$ cat config.mk
export PLATFORM = sky130hd
export DESIGN_NAME = cvc_ctrl
export DESIGN_NICKNAME = d
export VERILOG_FILES = /design/src/rtl/cvc_pkg.sv /design/src/rtl/cvc_uart_rx.sv /design/src/rtl/cvc_uart_tx.sv /design/src/rtl/cvc_ctrl.sv
export VERILOG_INCLUDE_DIRS = /design/src /design/src/rtl
export SDC_FILE = /design/constraint.sdc
export NUM_CORES = 1
export LEC_CHECK = 0
export BUFFER_PORTS_ARGS = -buffer_cell sky130_fd_sc_hd__buf_2
export CAP_MARGIN = 20
export CORE_UTILIZATION = 29
export CTS_BUF_LIST = sky130_fd_sc_hd__clkbuf_16
export DETAILED_ROUTE_END_ITERATION = 10
export GPL_ROUTABILITY_DRIVEN = 0
export PLACE_DENSITY = 0.49
export SLEW_MARGIN = 20
export SYNTH_ARGS = -nofsm -noshare
export SYNTH_HDL_FRONTEND = slang
export SYNTH_HIERARCHICAL = 1
export SYNTH_SLANG_ARGS = --single-unit
$ cat constraint.sdc
create_clock -name core_clk -period 4.45 [get_ports core_clk]
set_clock_uncertainty 0.15 [all_clocks]
set_input_delay 0.6675 -clock core_clk [delete_from_list [all_inputs] [get_ports core_clk]]
set_output_delay 0.6675 -clock core_clk [all_outputs]
set_load 0.01 [all_outputs]
$ cat src/rtl/cvc_regs.svh
`ifndef CVC_REGS_SVH
`define CVC_REGS_SVH

// Clock and serial timing
`define CVC_CLK_KHZ      200000
`define CVC_BAUD         9600
`define CVC_BIT_CYC      (`CVC_CLK_KHZ * 1000 / `CVC_BAUD)
`define CVC_MS_TO_CYC(ms) (64'(ms) * 64'(`CVC_CLK_KHZ))

// Session and power-up display times in milliseconds
`define CVC_TIMEOUT_MS   12000
`define CVC_LAMP_MS      1000
`define CVC_VER_MS       1000

// Settings word layout
`define CVC_SET_W        49
`define CVC_FREQ_W       28
`define CVC_GAIN_W       6
`define CVC_ADDR_W       8
`define CVC_F_FREQ       0
`define CVC_F_GAIN       28
`define CVC_F_REFINS     34
`define CVC_F_EXTREF     35
`define CVC_F_REMOTE     36
`define CVC_F_STEP       37
`define CVC_F_LINE       39
`define CVC_F_ADDR       41
`define CVC_FREQ_DIGITS  7

// Reset value: 2050.000 MHz, gain 0, all flags off
`define CVC_RST_SET      49'h0_0000_0205_0000
`define CVC_GAIN_MAX     6'h32

// Frame characters
`define CVC_CH_OPEN      8'h7b
`define CVC_CH_CLOSE     8'h7d
`define CVC_CH_STAT      8'h53
`define CVC_CH_CMD       8'h43
`define CVC_CH_ONE       8'h31
`define CVC_CH_ZERO      8'h30
`define CVC_CH_ACK       8'h3e
`define CVC_ASCII_DIG    4'h3
`define CVC_RX_DEPTH     12

`endif

$ cat src/rtl/cvc_pkg.sv
package cvc_pkg;
  typedef enum logic [12:0] {
    ST_LAMP   = 13'h0001,
    ST_VER    = 13'h0002,
    ST_IDLE   = 13'h0004,
    ST_FREQ   = 13'h0008,
    ST_GAIN   = 13'h0010,
    ST_OTHER  = 13'h0020,
    ST_REMOTE = 13'h0040,
    ST_STEP   = 13'h0080,
    ST_EXTREF = 13'h0100,
    ST_REFOUT = 13'h0200,
    ST_LINE   = 13'h0400,
    ST_ADDR   = 13'h0800,
    ST_SAVE   = 13'h1000
  } cvc_state_t;

  typedef enum logic [1:0] {
    LINE_232 = 2'h0,
    LINE_422 = 2'h1,
    LINE_485 = 2'h2
  } cvc_line_t;

  typedef enum logic [1:0] {
    STEP_1K   = 2'h0,
    STEP_10K  = 2'h1,
    STEP_100K = 2'h2,
    STEP_125K = 2'h3
  } cvc_step_t;
endpackage

$ cat src/rtl/cvc_uart_rx.sv
`timescale 1ns/1ps
`include "cvc_regs.svh"
module cvc_uart_rx #(
  parameter int BIT_CYC = `CVC_BIT_CYC
) (
  input  wire logic       core_clk,
  input  wire logic       rst_n,
  input  wire logic       rx_line,
  output logic            rx_valid,
  output logic [7:0]      rx_data
);
  logic        busy;
  logic [15:0] baud;
  logic [3:0]  nbit;
  logic [7:0]  shreg;

  // Start bit is checked at half a bit, data at full bit spacing
  wire [15:0] bit_lim = (nbit == 4'h0) ? 16'(BIT_CYC / 2 - 1) : 16'(BIT_CYC - 1);
  wire        bit_end = (baud == bit_lim);

  // Frame: start, eight data bits LSB first, one stop
  always_ff @(posedge core_clk or negedge rst_n) begin
    if (!rst_n) begin
      busy     <= 1'b0;
      baud     <= 16'h0000;
      nbit     <= 4'h0;
      shreg    <= 8'h00;
      rx_valid <= 1'b0;
      rx_data  <= 8'h00;
    end else begin
      rx_valid <= 1'b0;
      if (!busy) begin
        baud <= 16'h0000;
        nbit <= 4'h0;
        busy <= ~rx_line;
      end else if (!bit_end) begin
        baud <= baud + 16'h0001;
      end else begin
        baud <= 16'h0000;
        if (nbit == 4'h0) begin
          busy <= ~rx_line;        // Glitch, not a start bit
          nbit <= 4'h1;
        end else if (nbit <= 4'h8) begin
          shreg <= {rx_line, shreg[7:1]};
          nbit  <= nbit + 4'h1;
        end else begin
          busy <= 1'b0;
          if (rx_line) begin       // Bad stop bit drops the character
            rx_valid <= 1'b1;
            rx_data  <= shreg;
          end
        end
      end
    end
  end
endmodule

$ cat src/rtl/cvc_uart_tx.sv
`timescale 1ns/1ps
`include "cvc_regs.svh"
module cvc_uart_tx #(
  parameter int BIT_CYC = `CVC_BIT_CYC
) (
  input  wire logic       core_clk,
  input  wire logic       rst_n,
  input  wire logic [7:0] tx_data,
  input  wire logic       tx_valid,
  output logic            tx_ready,
  output logic            tx_line
);
  logic        busy;
  logic [15:0] baud;
  logic [3:0]  nbit;
  logic [8:0]  shreg;

  assign tx_ready = ~busy;
  wire bit_end = (baud == 16'(BIT_CYC - 1));

  // Ten bit periods per character; stop bit rides in the shift register
  always_ff @(posedge core_clk or negedge rst_n) begin
    if (!rst_n) begin
      busy    <= 1'b0;
      baud    <= 16'h0000;
      nbit    <= 4'h0;
      shreg   <= 9'h1ff;
      tx_line <= 1'b1;
    end else if (!busy) begin
      if (tx_valid) begin
        busy    <= 1'b1;
        baud    <= 16'h0000;
        nbit    <= 4'h0;
        shreg   <= {1'b1, tx_data};
        tx_line <= 1'b0;
      end
    end else if (!bit_end) begin
      baud <= baud + 16'h0001;
    end else begin
      baud <= 16'h0000;
      if (nbit == 4'h9) begin
        busy <= 1'b0;
      end else begin
        tx_line <= shreg[0];
        shreg   <= {1'b1, shreg[8:1]};
        nbit    <= nbit + 4'h1;
      end
    end
  end
endmodule

$ cat src/rtl/cvc_ctrl.sv
// Contract
// - Query {S1} answered by brace echo, seven freq, two gain, three flags.
// - Insertion flag is one when reference insertion on, zero when off.
// - External reference flag is one when external off, zero when on.
// - Alarm flag is zero without alarm, one with alarm.
// - Serial framing 9600 baud, start, eight data, no parity, one stop.
// - Session starts and ends with menu press; unconfirmed changes other than gain never apply.
// - About 12 s without switch activity abandons session, restores settings.
// - Saved settings live in non-volatile storage and reload at power-up.
// - Power-up shows all segments, then version, then frequency and gain.
// - Edited frequency applies only after save is confirmed.
// - Carrier muted while frequency is being edited.
// - Gain applies immediately, stored only on confirmed save.
// - Save yes stores, no restores; the press returns to default display.
// - Refuse gain outside the output level window limits.
// - Alarm follows loss of PLL lock.
// - Remote mode lights indicator; local controls keep working.
// - Frequency, gain, other first; further items only when other is yes.
// - Step size choices 1, 10, 100 and 125 kHz.
// - Horizontal moves cursor; vertical steps digits or toggles flags.
// - Gain changes by 10 dB or 1 dB by cursor digit.
// - Frames: brace, optional address, letter, digit, data, closing brace.
// - Executed command acknowledged with a greater-than character.
`timescale 1ns/1ps
`include "cvc_regs.svh"
module cvc_ctrl #(
  parameter int          BIT_CYC     = `CVC_BIT_CYC,
  parameter logic [31:0] TIMEOUT_CYC = 32'(`CVC_MS_TO_CYC(`CVC_TIMEOUT_MS)),
  parameter logic [31:0] LAMP_CYC    = 32'(`CVC_MS_TO_CYC(`CVC_LAMP_MS)),
  parameter logic [31:0] VER_CYC     = 32'(`CVC_MS_TO_CYC(`CVC_VER_MS)),
  parameter logic [15:0] FW_VERSION  = 16'h0000  // Arbitrary value
) (
  input  wire logic                    core_clk,
  input  wire logic                    rst_n,
  input  wire logic                    rx_pin,
  output logic                         tx_pin,
  input  wire logic                    sw_menu,
  input  wire logic                    sw_left,
  input  wire logic                    sw_right,
  input  wire logic                    sw_up,
  input  wire logic                    sw_down,
  input  wire logic                    pll_unlock,
  input  wire logic [`CVC_GAIN_W-1:0]  gain_lo_lim,
  input  wire logic [`CVC_GAIN_W-1:0]  gain_hi_lim,
  input  wire logic [`CVC_SET_W-1:0]   nv_rd_data,
  output logic [`CVC_SET_W-1:0]        nv_wr_data,
  output logic                         nv_wr_en,
  output logic [`CVC_FREQ_W-1:0]       freq_bcd,
  output logic [`CVC_GAIN_W-1:0]       gain_db,
  output logic                         rf_mute,
  output logic                         ref_insert,
  output logic                         ext_ref_sel,
  output cvc_pkg::cvc_step_t           step_sel,
  output cvc_pkg::cvc_line_t           line_std,
  output logic                         alarm_led,
  output logic                         remote_led,
  output cvc_pkg::cvc_state_t          disp_state,
  output logic [3:0]                   disp_cursor,
  output logic [`CVC_SET_W-1:0]        disp_settings,
  output logic                         disp_other,
  output logic                         disp_save_yes,
  output logic [15:0]                  disp_version
);
  import cvc_pkg::*;

  localparam int        NP      = 7;
  localparam [NP-1:0]   PIN_RST = 7'h01;  // Serial line idles high
  localparam int        FD      = `CVC_FREQ_DIGITS;

  function automatic [3:0] bcd_step(input [3:0] d, input up);
    bcd_step = up ? ((d == 4'h9) ? 4'h0 : d + 4'h1) : ((d == 4'h0) ? 4'h9 : d - 4'h1);
  endfunction

  function automatic [3:0] field_len(input cvc_state_t s);
    case (s)
      ST_FREQ:         field_len = 4'(FD);
      ST_GAIN, ST_ADDR: field_len = 4'h2;
      default:         field_len = 4'h1;
    endcase
  endfunction

  function automatic cvc_state_t succ(input cvc_state_t s, input oth);
    case (s)
      ST_FREQ:   succ = ST_GAIN;
      ST_GAIN:   succ = ST_OTHER;
      ST_OTHER:  succ = oth ? ST_REMOTE : ST_SAVE;
      ST_REMOTE: succ = ST_STEP;
      ST_STEP:   succ = ST_EXTREF;
      ST_EXTREF: succ = ST_REFOUT;
      ST_REFOUT: succ = ST_LINE;
      ST_LINE:   succ = ST_ADDR;
      default:   succ = ST_SAVE;
    endcase
  endfunction

  // Pin synchronisers: a level counts once the second and third stages agree
  logic [NP-1:0] s1, s2, s3, pin_f, pin_q;
  wire  [NP-1:0] pin_raw    = {pll_unlock, sw_down, sw_up, sw_right, sw_left, sw_menu, rx_pin};
  wire  [NP-1:0] next_pin_f = ((s2 ~^ s3) & s2) | ((s2 ^ s3) & pin_f);
  always_ff @(posedge core_clk or negedge rst_n) begin
    if (!rst_n) begin
      s1    <= PIN_RST;
      s2    <= PIN_RST;
      s3    <= PIN_RST;
      pin_f <= PIN_RST;
      pin_q <= PIN_RST;
    end else begin
      s1    <= pin_raw;
      s2    <= s1;
      s3    <= s2;
      pin_f <= next_pin_f;
      pin_q <= pin_f;
    end
  end

  // Switch press events, one cycle each
  wire [NP-1:0] press   = pin_f & ~pin_q;
  wire          ev_menu = press[1];
  wire          ev_left = press[2];
  wire          ev_rght = press[3];
  wire          ev_up   = press[4];
  wire          ev_down = press[5];
  wire          any_ev  = |press[5:1];
  wire          vert    = ev_up | ev_down;
  wire          alarm   = pin_f[6];

  // Menu state, pending and saved settings
  cvc_state_t            state, next_state;
  logic [3:0]            cur, next_cur;
  logic                  other_sel, next_other;
  logic                  save_yes, next_yes;
  logic [`CVC_SET_W-1:0] pend, next_pend, saved;
  logic                  nv_loaded;
  logic [31:0]           tmr;

  wire [`CVC_FREQ_W-1:0] p_freq = pend[`CVC_F_FREQ +: `CVC_FREQ_W];
  wire [`CVC_GAIN_W-1:0] p_gain = pend[`CVC_F_GAIN +: `CVC_GAIN_W];
  wire [1:0]             p_step = pend[`CVC_F_STEP +: 2];
  wire [1:0]             p_line = pend[`CVC_F_LINE +: 2];
  wire [`CVC_ADDR_W-1:0] p_addr = pend[`CVC_F_ADDR +: `CVC_ADDR_W];
  wire                   in_sess = ~(state == ST_LAMP || state == ST_VER || state == ST_IDLE);

  // Cursor position equal to the field length selects the return mark
  wire [3:0] flen = field_len(state);
  wire       at_r = (cur == flen);
  wire       edit = vert & ~at_r;

  // Frequency digit edit, cursor 0 is the most significant digit
  logic [`CVC_FREQ_W-1:0] freq_ed;
  for (genvar j = 0; j < FD; j++) begin : g_fdig
    wire [3:0] d = p_freq[(FD-1-j)*4 +: 4];
    assign freq_ed[(FD-1-j)*4 +: 4] = (cur == 4'(j)) ? bcd_step(d, ev_up) : d;
  end

  // Address edit, two decimal digits
  wire [`CVC_ADDR_W-1:0] addr_ed = (cur == 4'h0) ?
                                   {bcd_step(p_addr[7:4], ev_up), p_addr[3:0]} :
                                   {p_addr[7:4], bcd_step(p_addr[3:0], ev_up)};

  // Gain edit with range check; a refused step leaves the gain unchanged
  wire [6:0] gstep   = (cur == 4'h0) ? 7'h0a : 7'h01;
  wire [6:0] gcand   = ev_up ? {1'b0, p_gain} + gstep : {1'b0, p_gain} - gstep;
  wire       gain_ok = ~gcand[6] && gcand[5:0] <= `CVC_GAIN_MAX &&
                       gcand[5:0] >= gain_lo_lim && gcand[5:0] <= gain_hi_lim;
  wire [1:0] step_ed = ev_up ? p_step + 2'h1 : p_step - 2'h1;
  wire [1:0] line_ed = ev_up ? ((p_line == 2'h2) ? 2'h0 : p_line + 2'h1) :
                               ((p_line == 2'h0) ? 2'h2 : p_line - 2'h1);

  // Timer: display phases at power-up, inactivity in a session
  wire [31:0] tlim  = (state == ST_LAMP) ? LAMP_CYC : (state == ST_VER) ? VER_CYC : TIMEOUT_CYC;
  wire        tdone = (tmr >= tlim);
  wire        commit = (state == ST_SAVE) && ev_menu && save_yes;

  // Next menu state and pending edits
  always_comb begin
    next_state = state;
    next_cur   = cur;
    next_other = other_sel;
    next_yes   = save_yes;
    next_pend  = pend;
    if (in_sess && ev_left && cur != 4'h0) next_cur = cur - 4'h1;
    if (in_sess && ev_rght && !at_r) next_cur = cur + 4'h1;
    case (state)
      ST_LAMP: if (tdone) next_state = ST_VER;
      ST_VER:  if (tdone) next_state = ST_IDLE;
      ST_IDLE: begin
        if (ev_menu) begin
          next_state = ST_FREQ;
          next_cur   = 4'h0;
          next_other = 1'b0;
        end
      end
      ST_FREQ:   if (edit) next_pend[`CVC_F_FREQ +: `CVC_FREQ_W] = freq_ed;
      ST_GAIN:   if (edit && gain_ok) next_pend[`CVC_F_GAIN +: `CVC_GAIN_W] = gcand[5:0];
      ST_OTHER:  if (edit) next_other = ~other_sel;
      ST_REMOTE: if (edit) next_pend[`CVC_F_REMOTE] = ~pend[`CVC_F_REMOTE];
      ST_EXTREF: if (edit) next_pend[`CVC_F_EXTREF] = ~pend[`CVC_F_EXTREF];
      ST_REFOUT: if (edit) next_pend[`CVC_F_REFINS] = ~pend[`CVC_F_REFINS];
      ST_STEP:   if (edit) next_pend[`CVC_F_STEP +: 2] = step_ed;
      ST_LINE:   if (edit) next_pend[`CVC_F_LINE +: 2] = line_ed;
      ST_ADDR:   if (edit) next_pend[`CVC_F_ADDR +: `CVC_ADDR_W] = addr_ed;
      ST_SAVE:   if (vert) next_yes = ~save_yes;
      default:   next_state = ST_IDLE;
    endcase
    // Menu press advances, or jumps to save from the return mark
    if (in_sess && ev_menu && state != ST_SAVE) begin
      next_state = at_r ? ST_SAVE : succ(state, other_sel);
      next_cur   = 4'h0;
      next_yes   = 1'b1;
    end
    if (state == ST_SAVE && ev_menu) begin
      next_state = ST_IDLE;
      if (!save_yes) next_pend = saved;
    end
    if (in_sess && tdone) begin
      next_state = ST_IDLE;
      next_pend  = saved;
    end
  end

  // Menu registers; settings reload from storage just after reset
  always_ff @(posedge core_clk or negedge rst_n) begin
    if (!rst_n) begin
      state     <= ST_LAMP;
      cur       <= 4'h0;
      other_sel <= 1'b0;
      save_yes  <= 1'b1;
      pend      <= `CVC_RST_SET;
      saved     <= `CVC_RST_SET;
      nv_loaded <= 1'b0;
      nv_wr_en  <= 1'b0;
      rf_mute   <= 1'b0;
      tmr       <= 32'h0000_0000;
    end else begin
      state     <= next_state;
      cur       <= next_cur;
      other_sel <= next_other;
      save_yes  <= next_yes;
      nv_loaded <= 1'b1;
      nv_wr_en  <= commit;
      rf_mute   <= (next_state == ST_FREQ);
      if (!nv_loaded) begin
        pend  <= nv_rd_data;
        saved <= nv_rd_data;
      end else begin
        pend <= next_pend;
        if (commit) saved <= pend;
      end
      if (any_ev || next_state != state) tmr <= 32'h0000_0000;
      else if (!tdone) tmr <= tmr + 32'h0000_0001;
    end
  end

  // Applied settings: frequency from saved copy, gain live from pending
  assign nv_wr_data    = saved;
  assign freq_bcd      = saved[`CVC_F_FREQ +: `CVC_FREQ_W];
  assign gain_db       = p_gain;
  assign ref_insert    = saved[`CVC_F_REFINS];
  assign ext_ref_sel   = saved[`CVC_F_EXTREF];
  assign step_sel      = cvc_step_t'(saved[`CVC_F_STEP +: 2]);
  assign line_std      = cvc_line_t'(saved[`CVC_F_LINE +: 2]);
  assign remote_led    = saved[`CVC_F_REMOTE];
  assign alarm_led     = alarm;
  assign disp_state    = state;
  assign disp_cursor   = cur;
  assign disp_settings = pend;
  assign disp_other    = other_sel;
  assign disp_save_yes = save_yes;
  assign disp_version  = FW_VERSION;

  // Serial receiver and transmitter
  logic       rx_valid, tx_ready;
  logic [7:0] rx_data;
  cvc_uart_rx #(.BIT_CYC(BIT_CYC)) u_rx (
    .core_clk (core_clk),
    .rst_n    (rst_n),
    .rx_line  (pin_f[0]),
    .rx_valid (rx_valid),
    .rx_data  (rx_data)
  );

  // Status reply, always built with address; skipped when not multidrop
  wire [`CVC_GAIN_W-1:0] s_gain = saved[`CVC_F_GAIN +: `CVC_GAIN_W];
  wire [`CVC_GAIN_W-1:0] g_ten  = s_gain / 6'h0a;
  wire [`CVC_GAIN_W-1:0] g_one  = s_gain % 6'h0a;
  wire [`CVC_ADDR_W-1:0] s_addr = saved[`CVC_F_ADDR +: `CVC_ADDR_W];
  wire                   is485  = (saved[`CVC_F_LINE +: 2] == LINE_485);
  logic [7:0] rep [0:17];
  assign rep[0]  = `CVC_CH_OPEN;
  assign rep[1]  = {`CVC_ASCII_DIG, s_addr[7:4]};
  assign rep[2]  = {`CVC_ASCII_DIG, s_addr[3:0]};
  assign rep[3]  = `CVC_CH_STAT;
  assign rep[4]  = `CVC_CH_ONE;
  for (genvar j = 0; j < FD; j++) begin : g_rfrq
    assign rep[5+j] = {`CVC_ASCII_DIG, freq_bcd[(FD-1-j)*4 +: 4]};
  end
  assign rep[12] = {`CVC_ASCII_DIG, g_ten[3:0]};
  assign rep[13] = {`CVC_ASCII_DIG, g_one[3:0]};
  assign rep[14] = ref_insert ? `CVC_CH_ONE : `CVC_CH_ZERO;
  assign rep[15] = ext_ref_sel ? `CVC_CH_ZERO : `CVC_CH_ONE;
  assign rep[16] = alarm ? `CVC_CH_ONE : `CVC_CH_ZERO;
  assign rep[17] = `CVC_CH_CLOSE;

  // Frame collector between braces; overlong frames are dropped
  logic [7:0] rx_buf [0:`CVC_RX_DEPTH-1];
  logic [3:0] rx_len;
  logic       in_frame, frame_done;
  always_ff @(posedge core_clk or negedge rst_n) begin
    if (!rst_n) begin
      in_frame   <= 1'b0;
      frame_done <= 1'b0;
      rx_len     <= 4'h0;
    end else begin
      frame_done <= 1'b0;
      if (rx_valid) begin
        if (rx_data == `CVC_CH_OPEN) begin
          in_frame <= 1'b1;
          rx_len   <= 4'h0;
        end else if (in_frame && rx_data == `CVC_CH_CLOSE) begin
          in_frame   <= 1'b0;
          frame_done <= 1'b1;
        end else if (in_frame) begin
          if (rx_len == 4'(`CVC_RX_DEPTH)) in_frame <= 1'b0;
          else rx_len <= rx_len + 4'h1;
        end
      end
    end
  end

  // Buffer memory, written only inside a frame
  always_ff @(posedge core_clk) begin
    if (rx_valid && in_frame && rx_data != `CVC_CH_CLOSE && rx_len < 4'(`CVC_RX_DEPTH))
      rx_buf[rx_len] <= rx_data;
  end

  // Frame decode; the address field is expected only on the multidrop line
  wire [7:0] c0      = is485 ? rx_buf[2] : rx_buf[0];
  wire [7:0] c1      = is485 ? rx_buf[3] : rx_buf[1];
  wire [3:0] need    = is485 ? 4'h4 : 4'h2;
  wire       addr_ok = ~is485 || (rx_buf[0] == rep[1] && rx_buf[1] == rep[2]);
  wire       go_stat = frame_done && addr_ok && rx_len == need &&
                       c0 == `CVC_CH_STAT && c1 == `CVC_CH_ONE;
  wire       go_ack  = frame_done && addr_ok && rx_len >= need && c0 == `CVC_CH_CMD;

  // Reply sequencer; a frame arriving mid-reply is ignored
  logic       tx_busy, tx_stat;
  logic [4:0] tx_idx;
  wire  [4:0] tx_last = ~tx_stat ? 5'h00 : is485 ? 5'h11 : 5'h0f;
  wire  [4:0] eff_idx = (~is485 && tx_idx != 5'h00) ? tx_idx + 5'h02 : tx_idx;
  wire  [7:0] tx_char = tx_stat ? rep[eff_idx] : `CVC_CH_ACK;
  always_ff @(posedge core_clk or negedge rst_n) begin
    if (!rst_n) begin
      tx_busy <= 1'b0;
      tx_stat <= 1'b0;
      tx_idx  <= 5'h00;
    end else if (!tx_busy) begin
      tx_busy <= go_stat | go_ack;
      tx_stat <= go_stat;
      tx_idx  <= 5'h00;
    end else if (tx_ready) begin
      if (tx_idx == tx_last) tx_busy <= 1'b0;
      else tx_idx <= tx_idx + 5'h01;
    end
  end

  cvc_uart_tx #(.BIT_CYC(BIT_CYC)) u_tx (
    .core_clk (core_clk),
    .rst_n    (rst_n),
    .tx_data  (tx_char),
    .tx_valid (tx_busy),
    .tx_ready (tx_ready),
    .tx_line  (tx_pin)
  );
endmodule

### Word level (Yosys, flattened, before mapping)

Memories as Yosys holds them, arrays and structs flattened.
Index checks and enable logic that the tools add are counted.

| word-level totals | value |
|---|---|
| register bits after elaboration | 268 |
| memory bits (writable) | 96 |
| input bits | 70 |
| output and inout bits | 178 |
| word-level logic and storage cells | 376 |
| memories kept | 1 |

Memory list:

| name | words | bits a word | read ports | clocked after memory_dff | write ports | line | text |
|---|---|---|---|---|---|---|---|
| rx_buf | 12 | 8 | 4 | 0 | 1 | cvc_ctrl.sv:305 | `` logic [7:0] rx_buf [0:`CVC_RX_DEPTH-1]; `` |

| operators by class | value |
|---|---|
| add/sub/neg operators | 34 |
| div/mod/pow operators | 2 |
| magnitude comparators | 8 |
| equality and inequality tests | 60 |
| multiplexer cells | 156 |
| bitwise operators | 23 |
| reductions and logical operators | 60 |

Operators by type and width:

| operator | number |
|---|---|
| $mux 49 | 6 |
| $mux 4 | 52 |
| $mux 32 | 4 |
| $mux 13 | 8 |
| $pmux 13 s8 | 1 |
| $mux 16 | 5 |
| $mux 8 | 8 |
| $mux 28 | 2 |
| $add 4x1->4 const B | 13 |
| $pmux 13 s4 | 1 |
| $eq 4x4->1 const B | 11 |
| $logic_not 4->1 | 11 |
| $mux 1 | 43 |
| $bmux 8 s5 | 1 |
| $sub 4x1->4 const B | 10 |
| $mux 9 | 4 |
| $add 16x1->16 const B | 2 |
| $add 32x1->32 const B | 1 |
| $eq 8x7->1 const B | 4 |
| $ge 32x32->1 | 1 |
| $mux 5 | 6 |
| $eq 13x4->1 const B | 2 |
| $logic_and 1x1->1 | 25 |
| $ne 2x2->1 const B | 9 |
| 73 further kinds | 113 |

### Depth between registers and ports, before layout

Gate-level depths: netlist of the first run.

| depth | value |
|---|---|
| depth in word-level cells | 15 |
| mapped depth | 20 |
| mapped depth without buffers | 20 |

### By module

The synthesis of the first run kept the hierarchy.

By module, submodules not included:

| module | times used | cells an instance | area each (sq um) | seq. area each (sq um) |
|---|---|---|---|---|
| cvc_ctrl | 1 | 1738 | 14915.6 | 5930.7 |
| cvc_uart_rx | 1 | 157 | 1795.5 | 950.9 |
| cvc_uart_tx | 1 | 161 | 1681.6 | 762.0 |

### Least setup slack after synthesis of the first run

No wires, ideal clock.

| timing | value |
|---|---|
| kind | reg-to-reg |
| start point | reg state[4] (netlist: disp_state[4]) |
| end point | reg tmr[10] |
| setup time | 80 ps |
| arrival | 4202 ps |
| required time | 4220 ps |
| slack | 18 ps |
| cell stages (with the launch flop) | 15 |
| buffers on the path | 2 |
| period minus slack after synthesis | 4432 ps |
| cells stage by stage | dfrtp_1 buf_6 or4_4 nor4_1 ha_1 nor4b_1 nand4_1 and3_1 nor4_1 o21ai_2 nand2_1 a22oi_1 a2111o_1 buf_6 nor3_2 |

| on the way | value |
|---|---|
| cells in the longest elaborated chain, start to end | 12 |
| elaborated cells on any way between the ends | 41 |
| classes of those cells | order compare: 1; eq/ne: 17; mux: 13; bitwise: 1; reduce/logical: 9 |

RTL lines:

| item | line | text |
|---|---|---|
| start: declaration | cvc_ctrl.sv:128 | `cvc_state_t state, next_state;` |
| start signal: assignment | cvc_ctrl.sv:235 | `state <= next_state;` |
| $eq 13x2->1 or $eq 13x1->1 (tied branches) | cvc_ctrl.sv:141, cvc_ctrl.sv:170, cvc_ctrl.sv:183 |  |
| $mux 32 or $logic_or 1x1->1 (tied branches) (2 in a row) | cvc_ctrl.sv:170, cvc_ctrl.sv:141 |  |
| $ge 32x32->1 or $not 1->1 (tied branches) | cvc_ctrl.sv:171, cvc_ctrl.sv:141 |  |
| $mux 13, or another cell as far along | cvc_ctrl.sv:185 | `ST_VER: if (tdone) next_state = ST_IDLE;` |
| $pmux 13 s4 or $logic_and 1x1->1 (tied branches) | cvc_ctrl.sv:183, cvc_ctrl.sv:206 |  |
| $mux 13 | cvc_ctrl.sv:206 | `if (in_sess && ev_menu && state != ST_SAVE) begin` |
| $mux 13 | cvc_ctrl.sv:211 | `if (state == ST_SAVE && ev_menu) begin` |
| $mux 13 | cvc_ctrl.sv:215 | `if (in_sess && tdone) begin` |
| $ne 13x13->1 | cvc_ctrl.sv:249 | `if (any_ev \|\| next_state != state) tmr <= 32'h0000_0000;` |
| $logic_or 1x1->1 | cvc_ctrl.sv:249 |  |
| $ne 2x1->1 (no source line) or $mux 32 (tied branches) | -- |  |
| end signal: assignment | cvc_ctrl.sv:250 | `else if (!tdone) tmr <= tmr + 32'h0000_0001;` |
| end: declaration | cvc_ctrl.sv:134 | `logic [31:0] tmr;` |

Parallel ways exist; a longest one is shown, timed or not.
A chain may end at the register's enable or synchronous reset.

### Worst setup path after layout of the first run

| timing | value |
|---|---|
| start point | reg state[2] (netlist: disp_state[2]) |
| end point | reg tmr[6] |

Same word-level chain as after synthesis.

==> run summary, run 1 <==
The run finished with clean final reports. The total track usage is 0.177. After detailed routing, the total wire length is 58100 um. The total of hold buffers inserted after clock tree synthesis came out at 0.

Row generation in the floorplan step produced 91 rows. The post-route clock period utilization came out at 0.959. The required time of the critical path is 4.79 ns. The highest ir drop seen on vdd is 0.245 mV. The tightest min-delay check is of the in -> async type. For this run, the share of the core covered by cells in the final layout is 0.351. The most common library cell in the layout ignoring fill and taps is nand2_1. The clock passes through at most 3 buffers.

The highest clock rate came out at 234 MHz. The number of global-route vias before repair is 15505. The total number of vias is 15990. The fraction of registers with async set or reset after synthesis is 0.893. The final hold violation count is 0. The setup-violating endpoint count in the final report came out at 0.

The CTS tree is yes. During I/O placement, the number of pins put on the boundary was 248. The clock period minus worst slack is 4.27 ns.

The width of the die is 254 um. The post-synthesis cell count is 2056. The synthesis-to-finish area growth came out at 18.7%.

At the pin with the least slew margin, the transition time is 0.923 ns. The final layout contains 2360 nets. Counting flops with a built-in enable in the synthesized netlist gives 32.

The total number of yosys warnings is 6. The count of input and output buffers is 231. Dividing the detail-routed wire length by the instance count gives 18.8 um. The starting utilization of the core area is 0.296. The final cell area excluding filler cells is 0.0218 mm2.

The root buffer cell is clkbuf_16. The worst pin sits at a relative slew slack of 0.380. For this run, the leading register cell type out of synthesis is dfrtp_1. The die covers 0.0644 mm2.

The number of clock sinks seen by CTS is 298. The average size of a mapped cell is 8.95 um2. The library cells used most frequently in the layout, excluding fill and tap cells, are nand2_1, dfrtp_1, buf_2. The area of the placeable core is 0.0622 mm2.

The endpoint kind of the worst setup timing path is a register. The critical path is of the reg -> reg type. The total inserted antenna cells is 0. The H-tree level count came out at 2.

The share of the yosys chip area belonging to registers came out at 0.416. The worst hold slack is 0.0112 ns. The clock transition at the registers of the reported paths came out at 0.06 ns. The number of clock buffers inserted by TritonCTS is 39. The overall overflow remaining after global route is 0. In this run, synthesis produced a sequential element count of 298.

The synthesized netlist occupies a cell area of 0.0184 mm2. For the worst setup path, the data arrival time is 4.61 ns. The count of pins over their slew limit came to 0.

The standby leakage power came out at 9.39 nW. The floorplan die height came out at 254 um. Prior to clock tree synthesis, the placed netlist has a worst setup slack of -0.0942 ns. The count of nets left with antenna violations once routing finished came out at 0. The number of antenna violations at the first check in global routing came out at 3. The kind of start point of the critical path is a register. The pin count of the biggest net entering global routing came out at 96. The post-layout worst setup margin is 0.180 ns. The distinct cell type count after synthesis is 95. The remaining design rule violation count is 0. The global-route wire length before repair came out at 90000 um.

The placed instances occupy a cell area of 0.0202 mm2. The ratio of cells with drive above 1 in the final layout came out at 0.221. In this run the power density over the cells is 441 mW/mm2. The clock latency reported for the late side of the worst-skew pair came out at 0.57 ns.

The half-perimeter wire length of the detailed placement result is 41200 um. The total of max-cap violations is 0. The number of vias per cell came out at 5.16. The pre-antenna-repair detailed-routing pass consisted of 7 iterations.

The first routing iteration left 994 violations. The largest fanout on the critical path came out at 32.
## metal layers
layer | global-route usage | wire length, um | vias up
met2 | 0.292 | 27600 | 404
met5 | 0 | 18 | -
met3 | 0.0310 | 3080 | 75
met1 | 0.237 | 26200 | 7867
li1 | - | - | 7640
met4 | 0.0487 | 1180 | 4
## kinds of logic after synthesis
logic type,count (synthesis),synth area share
flip-flops,298,0.416
multiplexers,43,0.0296
XOR/XNOR,111,0.0529
buffers and inverters,285,0.0748
AO/OA/AOI/OAI,476,0.169
AND/OR/NAND/NOR,780,0.216
adder cells (fa/ha/maj),61,0.0419
other,2,0.000408
## registers in the layout (all words and copies together) (netlist names), 8 cells and up
name and cells:
disp_state 13, rx_buf 32, u_rx/shreg 8, tmr 32, u_rx/baud 16, nv_wr_data 49, u_rx/rx_data 8, u_tx/baud 16
disp_settings 49, u_tx/shreg 8
## synth_stat cells (8+ instances only)
master       n  area (um2)
nand2b_1    24         150
nor3_2      30         300
mux2i_1     12         120
or4_1       10        75.1
nor2_1     167         627
nor4b_1     10        87.6
o22ai_1     20         125
nand4_1     36         225
clkbuf_1   101         379
xnor2_1     54         473
nor3_1      48         240
o211ai_1    26         195
a21o_1      23         173
mux2_4       8         120
mux2_2      19         214
o2111ai_1   10        87.6
xor2_1      57         499
dfrtp_1    245        6130
edfxtp_1    32         961
nor4_1      27         169
and2_1      15        93.8
nand2_1    258         968
inv_1       96         360
and3_1      26         163
ha_1        60         751
a31oi_1     74         463
o31ai_1      9        67.6
nor2b_1     22         138
o311ai_0    12         105
o21ai_0    140         701
buf_4       63         473
or3_1       12        75.1
o41ai_1     11        96.3
a21oi_1     75         375
dfstp_2     21         552
nand3_1     59         295
## report_power, final
part | internal [mW] | switching, mW | leakage (nW)
combinational | 1.15 | 1.78 | 5.14
clock | 2.17 | 1.30 | 0.704
sequential | 2.93 | 0.307 | 3.54
## critical path, cell delays in order (launching register included)
cell      delay, ns
dfrtp_1        0.39
or4_4          0.56
nor4_4         0.30
buf_4          0.19
ha_1           0.24
and4b_1        0.21
nand4_1        0.10
o22ai_1        0.11
buf_4          0.16
a21o_1         0.23
o21ai_2        0.33
buf_4          0.21
o21ai_2        0.07
a2111o_1       0.47
buf_12         0.19
nor3_2         0.22
## through the flow
step                TNS (ns)  total power [mW]  cells
global route          -0.422              10.2   3097
finish                     0              9.64   3097
global placement      -0.769              5.88   3015
floorplan                  0              4.98   2072
detailed placement    -0.609              5.93   3015
CTS                        0              9.46   3088
## layout make-up
| type | count | area (um2) |
|---|---|---|
| repair buffers | 299 | 1770 |
| inverters | 100 | 375 |
| multi-input cells | 1491 | 9590 |
| well taps | 837 | 1050 |
| clock buffers | 40 | 1000 |
| fillers | 6416 | 40300 |
| clock inverters | 32 | 403 |
| flip-flops and latches | 298 | 7650 |
## path summary, 6_finish.rpt
kind                            cells past startpoint                         to                    start  slack, ns
worst max-delay path                               15         tmr[6]$_DFFE_PN0P_  disp_state[2]$_DFF_PN0_       0.18
max in group asynchronous                           2         pin_q[4]$_DFF_PN0_                    rst_n       3.07
worst min register to register                      0            s2[6]$_DFF_PN0_          s1[6]$_DFF_PN0_       0.20
worst max register to register                     15         tmr[6]$_DFFE_PN0P_  disp_state[2]$_DFF_PN0_       0.18
min in group core_clk                               1            s1[2]$_DFF_PN0_                  sw_left       0.06
worst min-delay path                                1  u_rx/shreg[4]$_DFFE_PN0P_                    rst_n       0.01
## timing repair
item	4_1_cts	5_1_grt
gates resized for setup	3	15
setup buffers	0	4
pin swaps	2	6
cloned	1	4
setup endpoints to repair	26	42
hold endpoints to repair	0	0
Power figures use the tool's default switching activity.
==> inputs of run 2 (changes only) <==
--- a/config.mk
+++ b/config.mk
@@ -16,5 +16,4 @@
 export SLEW_MARGIN = 20
 export SYNTH_ARGS = -nofsm -noshare
 export SYNTH_HDL_FRONTEND = slang
-export SYNTH_HIERARCHICAL = 1
 export SYNTH_SLANG_ARGS = --single-unit
==> constraint.sdc (replaced) <==
create_clock -name core_clk -period 4.45 [get_ports core_clk]
set_clock_uncertainty 0.15 [all_clocks]
set_input_delay 0.6675 -clock core_clk [delete_from_list [all_inputs] [get_ports core_clk]]
set_output_delay 0.6675 -clock core_clk [all_outputs]
set_load 0.02 [all_outputs]
==> run 2 against run 1 <==
Via count grew 2.2%. Setup slack improved by 0.14 ns. Global-route usage grew 1.1 points. Die area rose by 0.19%. First-iteration DRC count increased by 15%. Sequential share of layout area up 0.49 points. Critical path type unchanged.
==> run summary, run 2 <==
The worst endpoint data arrival time came out at 4.42 ns (-0.19 ns). Relative to the synthesized area, the layout overhead comes to 16.8%. The average size of a mapped cell came out at 8.90 um2 (-0.54%). The post-detailed-route count of antenna-violating nets came out at 0 (unchanged). The fraction of registers with async set or reset after synthesis was 0.893 (unchanged). The starting utilization of the core area was 0.293 (-0.00319).

The most used flip-flop cell after synthesis is dfrtp_1. The largest fanout on the critical path is 11 (-66%). Setup repair after global routing left no endpoint under its margin. The kind of start point of the critical path is a register. The flow ran to the end, and the final reports show no timing, DRC or antenna violations. The register bit count reported by yosys came out at 298 (unchanged). The kind of cell with the highest combined delay along the critical path is simple AND/OR/NAND/NOR gates. The area share of the leading cell type in the synthesized netlist is 0.333 (-0.000634). The floorplan die height is 254 um (about the same). The width of the die is 254 um (about the same). TritonCTS built the clock tree. The area of the placeable core is 0.0630 mm2 (+1.3%).

The ratio of cells with drive above 1 in the final layout is 0.196 (-0.0245). The setup-violating endpoint count in the final report was 0 (unchanged). The largest stage delay on the critical path is 0.64 ns (+0.08 ns). The half-perimeter wire length of the detailed placement result came out at 44200 um (+7.2%). Yosys attributes the largest share of cell area to dfrtp_1, nand2_1, edfxtp_1.

The aggregate negative setup slack is 0 ns (unchanged). The total track usage is 0.188 (+0.0105). The H-tree level count came out at 2 (unchanged). The post-synthesis cell count is 2071 (+0.73%). The highest ir drop seen on vdd came out at 0.224 mV (-8.7%).

The final net count came out at 2359 (-0.042%). The placement-stage worst setup slack came out at 0.234 ns (+0.328 ns). The count of placed standard cells in the final layout, fillers left out is 3107 (+0.32%).

The number of antenna violations at the first check in global routing came out at 9 (+6). The worst-case register-to-register setup slack came out at 0.32 ns (+0.14 ns). The most frequent cell after synthesis is nand2_1. The clock period minus worst slack was 4.13 ns (-0.138 ns).

The clock latency reported for the late side of the worst-skew pair came out at 0.55 ns (-0.02 ns). The count of pins over their slew limit is 0 (unchanged). The overall overflow remaining after global route was 0 (unchanged). The total number of yosys warnings came to 0 (-6).

The cell area after synthesis is 0.0184 mm2 (+0.19%). The number of clock buffers inserted by TritonCTS came out at 39 (unchanged). The number of buffers on the longest clock path came to 3 (unchanged).

The remaining design rule violation count is 0 (unchanged). The number of top-level pins came out at 248 (unchanged). The library cell contributing the largest single delay on the critical path is dfstp_2. The count of input and output buffers was 231 (unchanged).

The synthesized design spends more area on one cell type than any other, namely dfrtp_1. The standby leakage power is 9.08 nW (-3.3%). The number of global-route vias before repair came to 15702 (+1.3%). The commonest cells after synthesis are nand2_1, dfrtp_1, nor2_1.

The instance area at placement came to 0.0203 mm2 (+0.28%). The number of clock sinks seen by CTS came out at 298 (unchanged). Clock tree synthesis selected as its root buffer the cell clkbuf_16. In the layout the commonest cells are nand2_1, dfrtp_1, buf_2. The distinct cell type count after synthesis is 92 (-3.2%). The share of the yosys chip area belonging to registers came to 0.415 (-0.000790).

The transition time of the tightest slew-check pin is 0.979 ns (+0.0557 ns). Walking the worst path, the cells encountered are xor2_1 -> nand2_1 -> nor2_2 -> buf_4 -> ha_1 -> nor4bb_1 -> nand3_1 -> a211o_1 -> nand2b_1 -> nand2_1 -> and3_1 -> o221ai_4 -> buf_4 -> nor4_1. The cell total after placement is 3031 (+0.53%). The endpoint kind of the worst setup timing path is a register.

The count of buffering cells on the critical path with inverters included came out at 2 (-2). The final cell area excluding filler cells is 0.0215 mm2 (-1.4%). The global-route wire length before repair was 94100 um (+4.5%).

By startpoint and endpoint, the worst setup path is classified as reg -> reg. The routed wire length was 61200 um (+5.4%). The areal power density over the cells is 421 mW/mm2 (-4.6%). The post-layout worst setup margin came out at 0.318 ns (+0.138 ns).

The clock transition at the registers of the reported paths is 0.06 ns (about the same). The highest clock rate came out at 242 MHz (+3.3%). Leaving out fill and tap cells, the most frequent cell in the layout is nand2_1.

The total number of vias was 16349 (+2.2%). The final hold violation count is 0 (unchanged). The pin count of the biggest net entering global routing is 109 (+14%).

The required time of the critical path came out at 4.74 ns (-0.05 ns). The number of synthesized flops with an enable pin came out at 32 (unchanged). The number of iterations in the first detailed-routing pass is 5 (-2). The violation count after the first detailed-routing iteration was 1144 (+15%). The number of rows created at floorplan came out at 92 (+1.1%). The number of vias per cell was 5.26 (+1.9%).

The total die area came out at 0.0646 mm2 (+0.19%). The final-layout fill cell count came out at 6494 (+1.2%). The final routed wire length divided by cell count came out at 19.7 um (+5.1%). The total of max-cap violations is 0 (unchanged). The post-route clock period utilization came out at 0.928 (-0.0310). The worst relative slew slack is 0.348 (-0.0324).

The classification of the worst-slack hold path is in -> async. The total power after layout was 9.07 mW (-5.9%). The total of hold buffers inserted after clock tree synthesis is 0 (unchanged).
[run 2: timing repair]
item                       in CTS  in global routing
hold endpoints to repair        0                  0
setup endpoints to repair       0                 46
resized for setup               0                  7
setup buffers                   0                  2
[run 2: cells by family after synthesis]
family	after synthesis	synth area share
multiplexers	35	0.0237
flip-flops	298	0.415
buffers and inverters	268	0.0692
AO/OA/AOI/OAI	444	0.156
AND/OR/NAND/NOR	858	0.244
adder cells (fa/ha/maj)	61	0.0418
XOR/XNOR	105	0.0499
other	2	0.000408
[run 2: area by class of cell]
cell class | count | area, um2 | area share
Clock inverter | 31 | 236 | 0.0110
Inverter | 87 | 327 | 0.0152
Tap cell | 846 | 1060 | 0.0492
Multi-Input combinational cell | 1520 | 9630 | 0.447
Clock buffer | 39 | 976 | 0.0453
Antenna cell | 4 | 10.0 | 0.000465
Timing Repair Buffer | 282 | 1650 | 0.0766
Sequential cell | 298 | 7650 | 0.355
[run 2: metal layers]
layer / track usage / part of all wire / up-vias
met3: 0.0402 / 0.066 / 104
met5: 0 / 0.00070 / -
li1: - / - / 7704
met4: 0.0654 / 0.028 / 8
met2: 0.299 / 0.46 / 484
met1: 0.250 / 0.45 / 8049
[run 2: worst paths after layout]
check / start / to / cells past startpoint
setup / recovery: disp_state[0]$_DFF_PN1_ / tmr[1]$_DFFE_PN0P_ / 14
hold / removal: rst_n / tx_idx[1]$_DFFE_PN0P_ / 1
setup reg to reg: disp_state[0]$_DFF_PN1_ / tmr[1]$_DFFE_PN0P_ / 14
hold reg to reg: s1[6]$_DFF_PN0_ / s2[6]$_DFF_PN0_ / 0
max in group asynchronous: rst_n / s3[1]$_DFF_PN0_ / 2
min in group core_clk: rx_pin / s1[0]$_DFF_PN1_ / 1
[run 2: worst reg2reg max path: cells and delay by family (launching register included)]
| family | cells | cell delay (ns) |
|---|---|---|
| AOI/OAI and AO/OA | 2 | 0.61 |
| xor gates and xnor gates | 1 | 0.25 |
| adders and majority gates | 1 | 0.20 |
| buffers and inverters | 2 | 0.43 |
| DFF | 1 | 0.64 |
| and+or+nand+nor | 8 | 1.75 |
[run 2: power breakdown]
group	internal (mW)	total, mW	switching [mW]
clock	1.82	3.08	1.26
sequential	2.93	3.25	0.326
combinational	0.975	2.74	1.76
[run 2: per-stage QoR]
step | utilization | hold slack (ns)
finish | 0.342 | 0.0503
global route | 0.342 | 0.0493
CTS | 0.341 | 0.0358
detailed placement | 0.322 | 0.188
global placement | 0.322 | 0.184
floorplan | - | 0.181
